<file path="src/core/vector_ack_strobe_glue_pkg.sv">
// Constants for the acknowledge-cycle glue and its peripheral side
// Function
// - Fetch active with memory request idle at second bus state starts acknowledge.
// - Acknowledge strobe asserts on the rising edge of the second bus state.
// - Glue generates both acknowledge strobe and acknowledge read strobe itself.
// - Outside acknowledge the shift chain is clear; other logic drives read and wait.
// - Ordinary cycles derive peripheral read/write strobes from system strobes.
// - Vector driven on data bus only while acknowledge and read both active.
// - Processor waits until vector valid; extra delay from later shift stage.
// - Chain uses pending flags only during acknowledge; commands clear in-service.
// - Read and write strobes low together reset the peripheral.
// - After reset line status reads 01xxx100b with pin bits 5, 4, 3.
// - Both time-constant registers and status enable register read back writes.
// - Eight-bit vector from vector register, unmodified with status insert off.
// - Request raised only with pending flag, master enable and chain input set; source enable only gates latching of the pending flag.
// - With 20h, 01h and 08h enabled, any clear-to-send change interrupts.
// - Command 10h resets status latch; 38h clears highest in-service flag.
// - Writing 0C0h to master control acts as the hardware reset.
// - Acknowledge read lets the winning device drive vector and set in-service.
package vector_ack_strobe_glue_pkg;

    localparam int MCLK_PERIOD_NS = 50;
    localparam int ACK_TO_RD_NS   = 125;
    localparam int VEC_VALID_NS   = 120;
    // Least times round up to whole clocks
    localparam int ACK_TO_RD_CYC  =
        (ACK_TO_RD_NS + MCLK_PERIOD_NS - 1) / MCLK_PERIOD_NS;
    localparam int VEC_VALID_CYC  =
        (VEC_VALID_NS + MCLK_PERIOD_NS - 1) / MCLK_PERIOD_NS;

    // Register numbers on reg_index
    localparam logic [3:0] REG_COMMAND     = 4'h0;
    localparam logic [3:0] REG_IRQ_MODE    = 4'h1;
    localparam logic [3:0] REG_VECTOR      = 4'h2;
    localparam logic [3:0] REG_MASTER_CTRL = 4'h9;
    localparam logic [3:0] REG_BAUD_LOW    = 4'hc;
    localparam logic [3:0] REG_BAUD_HIGH   = 4'hd;
    localparam logic [3:0] REG_EXT_ENABLE  = 4'hf;

    // Command and control codes
    localparam logic [7:0] CMD_RESET_EXT_STATUS = 8'h10;
    localparam logic [7:0] CMD_RESET_HIGHEST_IS = 8'h38;
    localparam logic [7:0] MASTER_SOFT_RESET    = 8'hc0;

    // Field positions
    localparam int EXT_IRQ_EN_BIT  = 0;  // irq mode register
    localparam int MIE_BIT         = 3;  // master control register
    localparam int VIS_BIT         = 0;  // master control register
    localparam int CTS_IRQ_EN_BIT  = 5;  // ext/status enable register
    localparam int LS_CTS_BIT      = 5;
    localparam int LS_SYNC_BIT     = 4;
    localparam int LS_DCD_BIT      = 3;

    // Fixed line status bits: 6 and 2 set, 7, 1, 0 clear
    localparam logic [7:0] LINE_STATUS_FIXED = 8'h44;
    localparam logic [2:0] VIS_EXT_STATUS_CODE = 3'h5;

    // Values after reset
    localparam logic [7:0] RST_VECTOR     = 8'h00;
    localparam logic [7:0] RST_IRQ_MODE   = 8'h00;
    localparam logic [7:0] RST_MASTER     = 8'h00;
    localparam logic [7:0] RST_BAUD       = 8'h00;
    localparam logic [7:0] RST_EXT_ENABLE = 8'h00;

endpackage : vector_ack_strobe_glue_pkg

</file>
<file path="src/core/ack_shift_chain.sv">
// Serial-in shift chain that sequences one acknowledge cycle
`timescale 1ns/1ps
module ack_shift_chain #(
    parameter int DEPTH = 7
) (
    input  wire logic             mclk,
    input  wire logic             rst_n,
    input  wire logic             clear,
    input  wire logic             serial_in,
    output logic      [DEPTH-1:0] stages
);

    logic [DEPTH-1:0] chain_q;
    logic [DEPTH-1:0] chain_d;

    always_comb begin
        if (clear) begin
            chain_d = '0;
        end else begin
            chain_d = {chain_q[DEPTH-2:0], serial_in};
        end
    end

    always_ff @(posedge mclk or negedge rst_n) begin
        if (!rst_n) begin
            chain_q <= '0;
        end else begin
            chain_q <= chain_d;
        end
    end

    assign stages = chain_q;

endmodule : ack_shift_chain

</file>
<file path="src/core/vector_ack_strobe_cycle_glue.sv">
// Acknowledge-cycle glue plus the peripheral's acknowledge-side logic
`timescale 1ns/1ps
module vector_ack_strobe_cycle_glue #(
    parameter int RD_TAP   = vector_ack_strobe_glue_pkg::ACK_TO_RD_CYC,
    parameter int WAIT_TAP = vector_ack_strobe_glue_pkg::ACK_TO_RD_CYC
                           + vector_ack_strobe_glue_pkg::VEC_VALID_CYC
) (
    input  wire logic       mclk,
    input  wire logic       rst_n,
    input  wire logic       opcode_fetch_cycle_n,
    input  wire logic       memory_request_n,
    input  wire logic       sys_rd_n,
    input  wire logic       sys_wr_n,
    input  wire logic       periph_sel_n,
    input  wire logic       sys_reset,
    input  wire logic       other_wait,
    input  wire logic [3:0] reg_index,
    input  wire logic [7:0] data_in,
    output logic      [7:0] data_out,
    output logic            data_oe,
    output logic            vector_ack_strobe_n,
    output logic            periph_read_strobe_n,
    output logic            periph_write_strobe_n,
    output logic            wait_n,
    input  wire logic       cts_pin_n,
    input  wire logic       sync_pin_n,
    input  wire logic       carrier_detect_input_n,
    input  wire logic       chain_enable_in,
    output logic            chain_enable_out,
    output logic            irq_request_n
);

    localparam int DEPTH = WAIT_TAP + 1;
    localparam int NPIN  = 4;

    // ****************************************************************
    // Acknowledge sequencer
    // ****************************************************************
    logic [DEPTH-1:0] stages;
    logic             fetch_active;
    logic             ack_detect;
    logic             ack_on;
    logic             ack_rd;
    logic             ack_wait;

    assign fetch_active = !opcode_fetch_cycle_n;
    // Fetch without memory request can only be the acknowledge cycle
    assign ack_detect   = fetch_active && memory_request_n;

    ack_shift_chain #(
        .DEPTH     (DEPTH)
    ) u_chain (
        .mclk      (mclk),
        .rst_n     (rst_n),
        .clear     (!fetch_active),
        .serial_in (ack_detect),
        .stages    (stages)
    );

    assign ack_on   = stages[0];
    // A later tap buys daisy-chain settling in whole clocks
    assign ack_rd   = stages[RD_TAP];
    assign ack_wait = stages[0] && !stages[WAIT_TAP];

    // ****************************************************************
    // Strobe generation
    // ****************************************************************
    logic io_rd;
    logic io_wr;
    logic rd_active;
    logic wr_active;

    assign io_rd     = !sys_rd_n && !periph_sel_n;
    assign io_wr     = !sys_wr_n && !periph_sel_n;
    // Reset drives both strobes low at once
    assign rd_active = io_rd || ack_rd || sys_reset;
    assign wr_active = io_wr || sys_reset;

    assign vector_ack_strobe_n   = !ack_on;
    assign periph_read_strobe_n  = !rd_active;
    assign periph_write_strobe_n = !wr_active;
    assign wait_n                = !(ack_wait || other_wait);

    // ****************************************************************
    // Pin synchronisers
    // ****************************************************************
    logic [NPIN-1:0] pin_raw;
    logic [NPIN-1:0] s1_q;
    logic [NPIN-1:0] s2_q;
    logic [NPIN-1:0] s3_q;
    logic [NPIN-1:0] pin_q;
    logic [NPIN-1:0] pin_d;

    assign pin_raw = {chain_enable_in, carrier_detect_input_n,
                      sync_pin_n, cts_pin_n};

    genvar gi;
    generate
        for (gi = 0; gi < NPIN; gi++) begin : g_sync
            always_comb begin
                // Only a level seen twice in a row is taken
                pin_d[gi] = (s2_q[gi] == s3_q[gi]) ? s3_q[gi] : pin_q[gi];
            end
            always_ff @(posedge mclk or negedge rst_n) begin
                if (!rst_n) begin
                    s1_q[gi]  <= 1'b0;
                    s2_q[gi]  <= 1'b0;
                    s3_q[gi]  <= 1'b0;
                    pin_q[gi] <= 1'b0;
                end else begin
                    s1_q[gi]  <= pin_raw[gi];
                    s2_q[gi]  <= s1_q[gi];
                    s3_q[gi]  <= s2_q[gi];
                    pin_q[gi] <= pin_d[gi];
                end
            end
        end
    endgenerate

    logic cts_n_s;
    logic sync_n_s;
    logic dcd_n_s;
    logic chain_in_s;

    assign cts_n_s    = pin_q[0];
    assign sync_n_s   = pin_q[1];
    assign dcd_n_s    = pin_q[2];
    assign chain_in_s = pin_q[3];

    // ****************************************************************
    // Peripheral registers and interrupt state
    // ****************************************************************
    logic [7:0] irq_mode_q;
    logic [7:0] irq_mode_d;
    logic [7:0] vector_q;
    logic [7:0] vector_d;
    logic [7:0] master_q;
    logic [7:0] master_d;
    logic [7:0] baud_lo_q;
    logic [7:0] baud_lo_d;
    logic [7:0] baud_hi_q;
    logic [7:0] baud_hi_d;
    logic [7:0] ext_en_q;
    logic [7:0] ext_en_d;
    logic       irq_pending_flag_q;
    logic       irq_pending_flag_d;
    logic       in_service_flag_q;
    logic       in_service_flag_d;
    logic       cts_last_q;
    logic       cts_last_d;
    logic       wr_last_q;
    logic       wr_last_d;
    logic       ack_rd_last_q;
    logic       ack_rd_last_d;
    logic       chain_won_q;
    logic       chain_won_d;
    logic [7:0] data_out_q;
    logic [7:0] data_out_d;

    logic       periph_reset;
    logic       wr_start;
    logic       cmd_wr;
    logic       soft_reset;
    logic       cts_change;
    logic       src_enable;
    logic       master_irq_enable;
    logic       selected;
    logic       ack_read_start;
    logic [7:0] line_status;
    logic [7:0] vector_out;

    assign periph_reset = rd_active && wr_active;
    // A write counts once, at the strobe's leading clock
    assign wr_start     = io_wr && !wr_last_q && !periph_reset;
    assign cmd_wr       = wr_start && (reg_index ==
                                       vector_ack_strobe_glue_pkg::REG_COMMAND);
    assign soft_reset   = wr_start
                       && (reg_index == vector_ack_strobe_glue_pkg::REG_MASTER_CTRL)
                       && (data_in == vector_ack_strobe_glue_pkg::MASTER_SOFT_RESET);
    assign master_irq_enable          = master_q[vector_ack_strobe_glue_pkg::MIE_BIT];
    assign src_enable   = ext_en_q[vector_ack_strobe_glue_pkg::CTS_IRQ_EN_BIT]
                       && irq_mode_q[vector_ack_strobe_glue_pkg::EXT_IRQ_EN_BIT];
    assign cts_change   = (cts_n_s != cts_last_q) && src_enable;
    // This device wins the chain when it is pending and not blocked
    assign selected     = chain_in_s && irq_pending_flag_q
                       && !in_service_flag_q;
    assign ack_read_start = ack_on && ack_rd && !ack_rd_last_q;

    always_comb begin
        line_status = vector_ack_strobe_glue_pkg::LINE_STATUS_FIXED;
        line_status[vector_ack_strobe_glue_pkg::LS_CTS_BIT]  = cts_n_s;
        line_status[vector_ack_strobe_glue_pkg::LS_SYNC_BIT] = sync_n_s;
        line_status[vector_ack_strobe_glue_pkg::LS_DCD_BIT]  = dcd_n_s;
    end

    always_comb begin
        vector_out = vector_q;
        if (master_q[vector_ack_strobe_glue_pkg::VIS_BIT]) begin
            vector_out[3:1] = vector_ack_strobe_glue_pkg::VIS_EXT_STATUS_CODE;
        end
    end

    always_comb begin
        irq_mode_d         = irq_mode_q;
        vector_d           = vector_q;
        master_d           = master_q;
        baud_lo_d          = baud_lo_q;
        baud_hi_d          = baud_hi_q;
        ext_en_d           = ext_en_q;
        irq_pending_flag_d = irq_pending_flag_q;
        in_service_flag_d  = in_service_flag_q;
        cts_last_d         = cts_n_s;
        wr_last_d          = io_wr;
        ack_rd_last_d      = ack_on && ack_rd;
        // Remembers that this acknowledge was won here, not an older one
        chain_won_d        = ack_on && (chain_won_q
                                        || (ack_read_start && selected));
        if (wr_start) begin
            unique case (reg_index)
                vector_ack_strobe_glue_pkg::REG_IRQ_MODE:    irq_mode_d = data_in;
                vector_ack_strobe_glue_pkg::REG_VECTOR:      vector_d   = data_in;
                vector_ack_strobe_glue_pkg::REG_MASTER_CTRL: master_d   = data_in;
                vector_ack_strobe_glue_pkg::REG_BAUD_LOW:    baud_lo_d  = data_in;
                vector_ack_strobe_glue_pkg::REG_BAUD_HIGH:   baud_hi_d  = data_in;
                vector_ack_strobe_glue_pkg::REG_EXT_ENABLE:  ext_en_d   = data_in;
                default: begin
                end
            endcase
        end
        if (cmd_wr && data_in == vector_ack_strobe_glue_pkg::CMD_RESET_HIGHEST_IS) begin
            in_service_flag_d = 1'b0;
        end
        if (cmd_wr && data_in == vector_ack_strobe_glue_pkg::CMD_RESET_EXT_STATUS) begin
            irq_pending_flag_d = 1'b0;
        end
        // A pin change in the clearing cycle still latches
        if (cts_change) begin
            irq_pending_flag_d = 1'b1;
        end
        if (ack_read_start && selected) begin
            in_service_flag_d = 1'b1;
        end
        if (soft_reset) begin
            irq_mode_d         = vector_ack_strobe_glue_pkg::RST_IRQ_MODE;
            vector_d           = vector_ack_strobe_glue_pkg::RST_VECTOR;
            master_d           = vector_ack_strobe_glue_pkg::RST_MASTER;
            baud_lo_d          = vector_ack_strobe_glue_pkg::RST_BAUD;
            baud_hi_d          = vector_ack_strobe_glue_pkg::RST_BAUD;
            ext_en_d           = vector_ack_strobe_glue_pkg::RST_EXT_ENABLE;
            irq_pending_flag_d = 1'b0;
            in_service_flag_d  = 1'b0;
        end
    end

    always_ff @(posedge mclk or negedge rst_n) begin
        if (!rst_n) begin
            irq_mode_q         <= vector_ack_strobe_glue_pkg::RST_IRQ_MODE;
            vector_q           <= vector_ack_strobe_glue_pkg::RST_VECTOR;
            master_q           <= vector_ack_strobe_glue_pkg::RST_MASTER;
            baud_lo_q          <= vector_ack_strobe_glue_pkg::RST_BAUD;
            baud_hi_q          <= vector_ack_strobe_glue_pkg::RST_BAUD;
            ext_en_q           <= vector_ack_strobe_glue_pkg::RST_EXT_ENABLE;
            irq_pending_flag_q <= 1'b0;
            in_service_flag_q  <= 1'b0;
            cts_last_q         <= 1'b0;
            wr_last_q          <= 1'b0;
            ack_rd_last_q      <= 1'b0;
            chain_won_q        <= 1'b0;
        end else if (periph_reset) begin
            irq_mode_q         <= vector_ack_strobe_glue_pkg::RST_IRQ_MODE;
            vector_q           <= vector_ack_strobe_glue_pkg::RST_VECTOR;
            master_q           <= vector_ack_strobe_glue_pkg::RST_MASTER;
            baud_lo_q          <= vector_ack_strobe_glue_pkg::RST_BAUD;
            baud_hi_q          <= vector_ack_strobe_glue_pkg::RST_BAUD;
            ext_en_q           <= vector_ack_strobe_glue_pkg::RST_EXT_ENABLE;
            irq_pending_flag_q <= 1'b0;
            in_service_flag_q  <= 1'b0;
            cts_last_q         <= cts_last_d;
            wr_last_q          <= wr_last_d;
            ack_rd_last_q      <= 1'b0;
            chain_won_q        <= 1'b0;
        end else begin
            irq_mode_q         <= irq_mode_d;
            vector_q           <= vector_d;
            master_q           <= master_d;
            baud_lo_q          <= baud_lo_d;
            baud_hi_q          <= baud_hi_d;
            ext_en_q           <= ext_en_d;
            irq_pending_flag_q <= irq_pending_flag_d;
            in_service_flag_q  <= in_service_flag_d;
            cts_last_q         <= cts_last_d;
            wr_last_q          <= wr_last_d;
            ack_rd_last_q      <= ack_rd_last_d;
            chain_won_q        <= chain_won_d;
        end
    end

    // ****************************************************************
    // Read data, chain and request
    // ****************************************************************
    always_comb begin
        data_out_d = 8'h00;
        if (ack_on) begin
            data_out_d = vector_out;
        end else begin
            unique case (reg_index)
                vector_ack_strobe_glue_pkg::REG_COMMAND:    data_out_d = line_status;
                vector_ack_strobe_glue_pkg::REG_BAUD_LOW:   data_out_d = baud_lo_q;
                vector_ack_strobe_glue_pkg::REG_BAUD_HIGH:  data_out_d = baud_hi_q;
                vector_ack_strobe_glue_pkg::REG_EXT_ENABLE: data_out_d = ext_en_q;
                default:                         data_out_d = 8'h00;
            endcase
        end
    end

    always_ff @(posedge mclk or negedge rst_n) begin
        if (!rst_n) begin
            data_out_q <= 8'h00;
        end else begin
            data_out_q <= data_out_d;
        end
    end

    assign data_out = data_out_q;
    // Vector only while acknowledge and read overlap, and only if chosen
    assign data_oe  = ack_on ? (ack_rd && (selected || chain_won_q))
                             : io_rd;

    // Pending only blocks the chain while an acknowledge is running
    assign chain_enable_out = chain_in_s && !in_service_flag_q
                           && !(ack_on && irq_pending_flag_q);
    assign irq_request_n = !(irq_pending_flag_q && master_irq_enable && chain_in_s
                             && !in_service_flag_q);

endmodule : vector_ack_strobe_cycle_glue

</file>
<file path="config.mk">
export PLATFORM = sky130hd
export DESIGN_NAME = vector_ack_strobe_cycle_glue
export DESIGN_NICKNAME = d
export VERILOG_FILES = /design/src/core/vector_ack_strobe_glue_pkg.sv /design/src/core/ack_shift_chain.sv /design/src/core/vector_ack_strobe_cycle_glue.sv
export SDC_FILE = /design/constraint.sdc
export NUM_CORES = 1
export LEC_CHECK = 0
export ABC_CLOCK_PERIOD_IN_PS = 2300
export BUFFER_PORTS_ARGS = -buffer_cell sky130_fd_sc_hd__buf_2
export CAP_MARGIN = 20
export CORE_MARGIN = 10
export CORE_UTILIZATION = 45
export CTS_CLUSTER_DIAMETER = 100
export DETAILED_ROUTE_END_ITERATION = 7
export GPL_TIMING_DRIVEN = 0
export PLACE_DENSITY_LB_ADDON = 0.12
export SYNTH_ARGS = -nofsm -noshare
export SYNTH_HDL_FRONTEND = slang
export SYNTH_SLANG_ARGS = --single-unit
export TNS_END_PERCENT = 5
</file>
<file path="constraint.sdc">
create_clock -name mclk -period 2.3 [get_ports mclk]
set_clock_uncertainty 0.15 [all_clocks]
set_input_delay 0.23 -clock mclk [delete_from_list [all_inputs] [get_ports mclk]]
set_output_delay 0.23 -clock mclk [all_outputs]
set_load 0.01 [all_outputs]
</file>
; ---- After elaboration in Yosys (flattened, before gate mapping)
; Index checks and enable logic that the tools add are counted.
[totals]
regBits = 74
output_inout_bits = 15
wordCells = 147
input_bits = 25
[op_classes]
reduce_logical = 64
n_eq_ne = 14
muxes = 39
[ops]
columns = op, count
row1 = 8-bit 2-to-1 mux, 17
row2 = 8-bit one-hot mux with 4 select lines, 1
row3 = 1-bit logical AND, 27
row4 = 3-bit nonzero test, 7
row5 = "4-bit == test, second input constant", 4
row6 = 4-bit 2-to-1 mux, 4
row7 = 1-bit logical NOT, 15
row8 = 1-bit 2-to-1 mux, 15
row9 = 2-bit AND reduction, 6
row10 = "8-bit by 5-bit == test with 1-bit output, second input constant", 1
row11 = "8-bit by 6-bit == test with 1-bit output, second input constant", 1
row12 = "8-bit == test, second input constant", 1
row13 = 4-bit nonzero test, 2
row14 = 7-bit 2-to-1 mux, 1
row15 = 1-bit logical OR, 6
row16 = 1-bit == test, 4
row17 = "4-bit by 1-bit == test with 1-bit output, second input constant", 1
row18 = "4-bit by 2-bit == test with 1-bit output, second input constant", 1
row19 = 4-bit logical NOT, 1
row20 = 3-bit 2-to-1 mux, 1
row21 = 1-bit inequality test, 1

; ---- Depth between registers and ports, before layout
[depth]
ltp_word = 13
ltp_mapped = 6
depth_no_buf = 4

; ---- Cells and area by module
; A second synthesis with hierarchy kept.
[unflattened]
cells_unflattened = 256
area_unflattened_um2 = 3050.4
[modules_own_cells]
columns = mod, cells_per_inst, seq_area_each_um2, n_inst, area_each_um2
row1 = vector_ack_strobe_cycle_glue, 242, 1626.6, 1, 2831.5
row2 = ack_shift_chain, 14, 175.2, 1, 219.0

; ---- Least setup slack after synthesis
; Ideal clock, no wire load.
[synth_path]
kind = reg-to-reg
startpoint = register wr_last_q
endpoint = register ext_en_q[0]
stages_incl_launch_ff = 6
setup_slack_ps = 370
n_path_buf = 1
arrival_time_ps = 1659
setup_time_ps = 121
cell_sequence = dfrtp_1 > nor4_4 > nand4b_2 > o41ai_4 > buf_6 > nor2_1
[synth_between]
elab_chain_len = 7
[synth_lines]
columns = element, line_no
row1 = start: declaration, vector_ack_strobe_cycle_glue.sv:151  ; logic wr_last_q;
row2 = start signal: assignment, vector_ack_strobe_cycle_glue.sv:279  ; wr_last_q <= wr_last_d;
row3 = start signal: assignment, vector_ack_strobe_cycle_glue.sv:292  ; wr_last_q <= wr_last_d;
row4 = 1-bit logical NOT *, vector_ack_strobe_cycle_glue.sv:174  ; assign wr_start = io_wr && !wr_last_q && !periph_reset;
row5 = 1-bit logical AND * (2 in series), vector_ack_strobe_cycle_glue.sv:174
row6 = 1-bit logical AND, vector_ack_strobe_cycle_glue.sv:178  ; && (reg_index == vector_ack_strobe_glue_pkg::REG_MASTER_CTRL)
row7 = 1-bit logical AND, vector_ack_strobe_cycle_glue.sv:179  ; && (data_in == vector_ack_strobe_glue_pkg::MASTER_SOFT_RESET);
row8 = 3-bit nonzero test (no source line) / 8-bit 2-to-1 mux (equally long branches), n/a
row9 = 2-bit AND reduction (no source line) / 8-bit 2-to-1 mux (equally long branches), n/a
row10 = end signal: assignment, vector_ack_strobe_cycle_glue.sv:262  ; ext_en_q <= vector_ack_strobe_glue_pkg::RST_EXT_ENABLE;
row11 = end signal: assignment, vector_ack_strobe_cycle_glue.sv:275  ; ext_en_q <= vector_ack_strobe_glue_pkg::RST_EXT_ENABLE;
row12 = end signal: assignment, vector_ack_strobe_cycle_glue.sv:288  ; ext_en_q <= ext_en_d;
row13 = end: declaration, vector_ack_strobe_cycle_glue.sv:143  ; logic [7:0] ext_en_q;
; Every way passes the cells marked *; elsewhere a longest branch is shown, timed or not.
; A chain may end at the register's enable or synchronous reset.

; ---- Worst setup path after layout
[layout_path]
startpoint = register wr_last_q
endpoint = register vector_q[7]
[layout_between]
elab_chain_len = 7
[layout_lines]
columns = element, line_no
row1 = 1-bit logical NOT *, vector_ack_strobe_cycle_glue.sv:174
row2 = 1-bit logical AND * (2 in series), vector_ack_strobe_cycle_glue.sv:174
row3 = 1-bit logical AND, vector_ack_strobe_cycle_glue.sv:178
row4 = 1-bit logical AND, vector_ack_strobe_cycle_glue.sv:179
row5 = 3-bit nonzero test (no source line) / 8-bit 2-to-1 mux (equally long branches), n/a
row6 = 2-bit AND reduction (no source line) / 8-bit 2-to-1 mux (equally long branches), n/a
row7 = end signal: assignment, vector_ack_strobe_cycle_glue.sv:258  ; vector_q <= vector_ack_strobe_glue_pkg::RST_VECTOR;
row8 = end signal: assignment, vector_ack_strobe_cycle_glue.sv:271  ; vector_q <= vector_ack_strobe_glue_pkg::RST_VECTOR;
row9 = end signal: assignment, vector_ack_strobe_cycle_glue.sv:284  ; vector_q <= vector_d;
row10 = end: declaration, vector_ack_strobe_cycle_glue.sv:135  ; logic [7:0] vector_q;
; Marks and branches as above.

==> results list <==
* Run status: finished, final reports clean
- The most used flip-flop cell after synthesis is sky130_fd_sc_hd__dfrtp_1.
- Horizontal extent of the die: 102 um
- Seq/Total Area, Yosys: 59.3%
- The floorplan step defined a die boundary enclosing 10,400 um^2.
- Max Clock Freq: 477 MHz
- At the worst endpoint, the required time is 2.38 ns.
* Syn-to-layout area delta: 18.8%
- Leakage component of the power: 1.84 nW
- The first detailed-routing pass ran for 4 iterations.
- H-tree lvl count: 3
- Final Instance Count excl. Fillers: 395
- Across all setup checks in the final design, the least slack found is 0.203 ns.
* Post-layout minimum cycle time: 2.10 ns
- RSZ-0062 raised after global routing: false
* Ys async rst share: 100%
* Vias after detailed routing: 2,123
- In this run, CTS created clock tree buffers numbering 9.
- Floorplan die height: 102 um
- Count of buffers from port buffering: 37
- Arrival time reported for the critical path endpoint: 2.18 ns
* Kind of critical path: reg -> reg
- Worst rel slew slack: 41.9%
- DR DRC count: 0
- On the final layout, the worst hold slack is 0.0239 ns.
- The hold violation total from the final report is 0.
- Number of cells produced by synthesis: 257
- Dividing the synthesized area by the synthesized cell count gives 11.8 um^2.
- Cell Area, Placed: 3320 um^2
- The routed design has 6.97 mm of wire.
- Post CTS Setup Buffer Count: 0
* Overflow left after global routing: 0
- The floorplan has 29 rows.
- In the global route stage, overall resource usage came out at 14.4%.
- Post-synthesis net count: 282
- For this configuration, the core starts out at a cell density of 47.1%.
- Vias in the first global route: 2,207
- Final HPWL DP: 4.75 mm
* P per Cell Area: 692 nW/um^2
* Transition at the pin with the smallest max-transition slack: 0.872 ns
* Kind of capture point of the worst setup path: flop
* Finished Core Util: 55.9%
* Sinks on Clock Net: 72
* Later-pin clock latency in the skew report: 0.35 ns
* Final standard cell area without fillers: 3610 um^2
* Worst slack after detailed placement: -0.0284 ns
- Entering global routing, the biggest net connects 73 pins.
* Maximum clock path buffer count: 2
* Final number of setup-violating endpoints: 0
- After the first detailed-routing iteration, the DRC count stood at 135.
* Post-synthesis register bit count: 72
- Min-delay worst type: in -> reg
* Final weighted congestion in routability-driven placement: 0.837
- In this run the standard cell core region covers 6460 um^2.
- TritonCTS built the clock tree.
- Along the worst path, the maximum fanout reaches 10.
- CTS root buffer: sky130_fd_sc_hd__clkbuf_8
- Clock-pin slew was measured on the worst setup and hold paths at 0.07 ns.
- Number of top-level pins: 40
- Total instance count after detailed placement: 371
- Dividing the detail-routed via count by the number of cells gives 5.37.
* Number of antenna-violating nets in the routed design: 0
- Element type at the critical path start: flop
- After the last flow step, the layout net total stands at 338.
* Count of final max-slew check failures: 0
- Syn Std Cell Area: 3040 um^2
* Total of max-cap violations: 0
- The worst-case IR drop observed on VDD is 0.000477 V.
* Warnings, synthesis: 0
- PnR Total Power: 2.50 mW
- The repair_antennas step left the layout with diodes totalling 0.
- Part of the cycle the worst path needs: 91.2%
- First-pass GRT wire length: 11.5 mm
- Number of distinct library cell variants in the gate-level netlist after synthesis: 32
- The number of antenna violations at the first check in global routing was 0.
- After detailed routing, the average wire length per cell comes to 17.6 um.
* Fraction of layout cells with a size suffix above 1: 21.1%
- Counting flops with a built-in enable in the synthesized netlist gives 0.
- Adding up every negative setup slack in the final design gives 0 ns.
[area by class of cell]
type,count,area (um^2)
Clock inverter,6,58.8
Fill cell,563,2850
Sequential cell,72,1800
Buffer,11,67.6
Inverter,4,15.0
Tap cell,77,96.3
Timing Repair Buffer,45,268
Clock buffer,10,138
Multi-Input combinational cell,170,1170
[sequential cells by signal (all words and copies together), names as in the netlist, 2 cells and up]
register        cells
u_chain.stages      7
ext_en_q            8
s1_q                4
baud_hi_q           8
s3_q                4
vector_q            8
s2_q                4
data_out            8
master_q            2
baud_lo_q           8
[per-layer routing]
metal | track usage (%) | part of all wire (%) | vias up
met5 | 0 | 0 | -
met4 | 5.86 | 1.4 | 0
met3 | 4.32 | 7.4 | 9
met2 | 20.9 | 45 | 59
met1 | 19.5 | 46 | 1046
li1 | - | - | 1009
[where the power goes]
group	total [mW]	internal (mW)	switching [mW]
logic	0.195	0.0696	0.125
registers	1.31	1.29	0.0146
clock network	0.997	0.525	0.473
[critical path, stage by stage, from the launching register on]
cell	delay, ns
sky130_fd_sc_hd__dfrtp_1	0.42
sky130_fd_sc_hd__nor4_4	0.38
sky130_fd_sc_hd__nand4b_4	0.20
sky130_fd_sc_hd__o41ai_4	0.54
sky130_fd_sc_hd__buf_6	0.24
sky130_fd_sc_hd__nor2_1	0.06
[cell usage after synthesis (3+ instances only)]
| cell type | n | area [um^2] |
|---|---|---|
| sky130_fd_sc_hd__a22oi_1 | 3 | 22.5 |
| sky130_fd_sc_hd__nand2_1 | 12 | 45.0 |
| sky130_fd_sc_hd__nor2_1 | 44 | 165 |
| sky130_fd_sc_hd__o31ai_1 | 5 | 37.5 |
| sky130_fd_sc_hd__nor2b_1 | 9 | 56.3 |
| sky130_fd_sc_hd__nand3_1 | 5 | 25.0 |
| sky130_fd_sc_hd__mux2_2 | 5 | 56.3 |
| sky130_fd_sc_hd__clkbuf_1 | 4 | 15.0 |
| sky130_fd_sc_hd__mux2i_1 | 38 | 380 |
| sky130_fd_sc_hd__maj3_1 | 4 | 40.0 |
| sky130_fd_sc_hd__nor3_1 | 4 | 20.0 |
| sky130_fd_sc_hd__a22o_1 | 3 | 26.3 |
| sky130_fd_sc_hd__dfrtp_1 | 72 | 1800 |
| sky130_fd_sc_hd__o21ai_0 | 9 | 45.0 |
| sky130_fd_sc_hd__buf_6 | 3 | 33.8 |
| sky130_fd_sc_hd__a21oi_1 | 10 | 50.1 |
| sky130_fd_sc_hd__inv_1 | 4 | 15.0 |
[cell usage in the layout (no fill, tap or decap), types with 2 or more instances in the layout]
cell,n
sky130_fd_sc_hd__buf_6,3
sky130_fd_sc_hd__nand4_1,2
sky130_fd_sc_hd__a22oi_1,3
sky130_fd_sc_hd__o32a_1,2
sky130_fd_sc_hd__nor3_1,4
sky130_fd_sc_hd__a22o_1,3
sky130_fd_sc_hd__a32oi_1,2
sky130_fd_sc_hd__nand3b_1,2
sky130_fd_sc_hd__nor2b_1,9
sky130_fd_sc_hd__a21oi_1,10
sky130_fd_sc_hd__inv_1,4
sky130_fd_sc_hd__nand3_1,5
sky130_fd_sc_hd__mux2i_1,38
sky130_fd_sc_hd__o21ai_0,9
sky130_fd_sc_hd__mux2_2,5
sky130_fd_sc_hd__clkbuf_8,10
sky130_fd_sc_hd__clkbuf_1,4
sky130_fd_sc_hd__o31ai_1,5
sky130_fd_sc_hd__dfrtp_1,72
sky130_fd_sc_hd__maj3_1,4
sky130_fd_sc_hd__nor2_1,44
sky130_fd_sc_hd__dlygate4sd3_1,8
sky130_fd_sc_hd__nand2b_1,2
sky130_fd_sc_hd__buf_2,38
sky130_fd_sc_hd__nor3b_1,2
sky130_fd_sc_hd__nand2_1,12
sky130_fd_sc_hd__clkinv_2,4
[cells by family (layout without fill, tap and decap cells)]
| kind of cell | after synthesis | count (layout) | share of synthesized area, % |
|---|---|---|---|
| muxes | 43 | 43 | 14.4 |
| adders and majority gates | 4 | 4 | 1.32 |
| and+or+nand+nor | 86 | 86 | 13.7 |
| buffers and inverters | 15 | 76 | 2.67 |
| DFF | 72 | 72 | 59.3 |
| AOI/OAI and AO/OA | 36 | 36 | 8.35 |
| xor gates and xnor gates | 1 | 1 | 0.288 |
[worst paths after layout]
check | from | to | slack, ns | cells past startpoint
max reg2reg | wr_last_q | vector_q[7] | 0.20 | 5
max in group asynchronous | rst_n | s1_q[3] | 1.04 | 2
max | wr_last_q | vector_q[7] | 0.20 | 5
min reg2reg | s1_q[0] | s2_q[0] | 0.20 | 0
min in group asynchronous | rst_n | ext_en_q[1] | 0.39 | 2
min | periph_sel_n | wr_last_q | 0.02 | 2
[timing repair]
item,in CTS,in global routing
gates resized for setup,0,2
hold buffers,8,0
endpoints found under the hold margin,84,0
setup endpoints to repair,0,33
(Power assumes the default switching activity.)
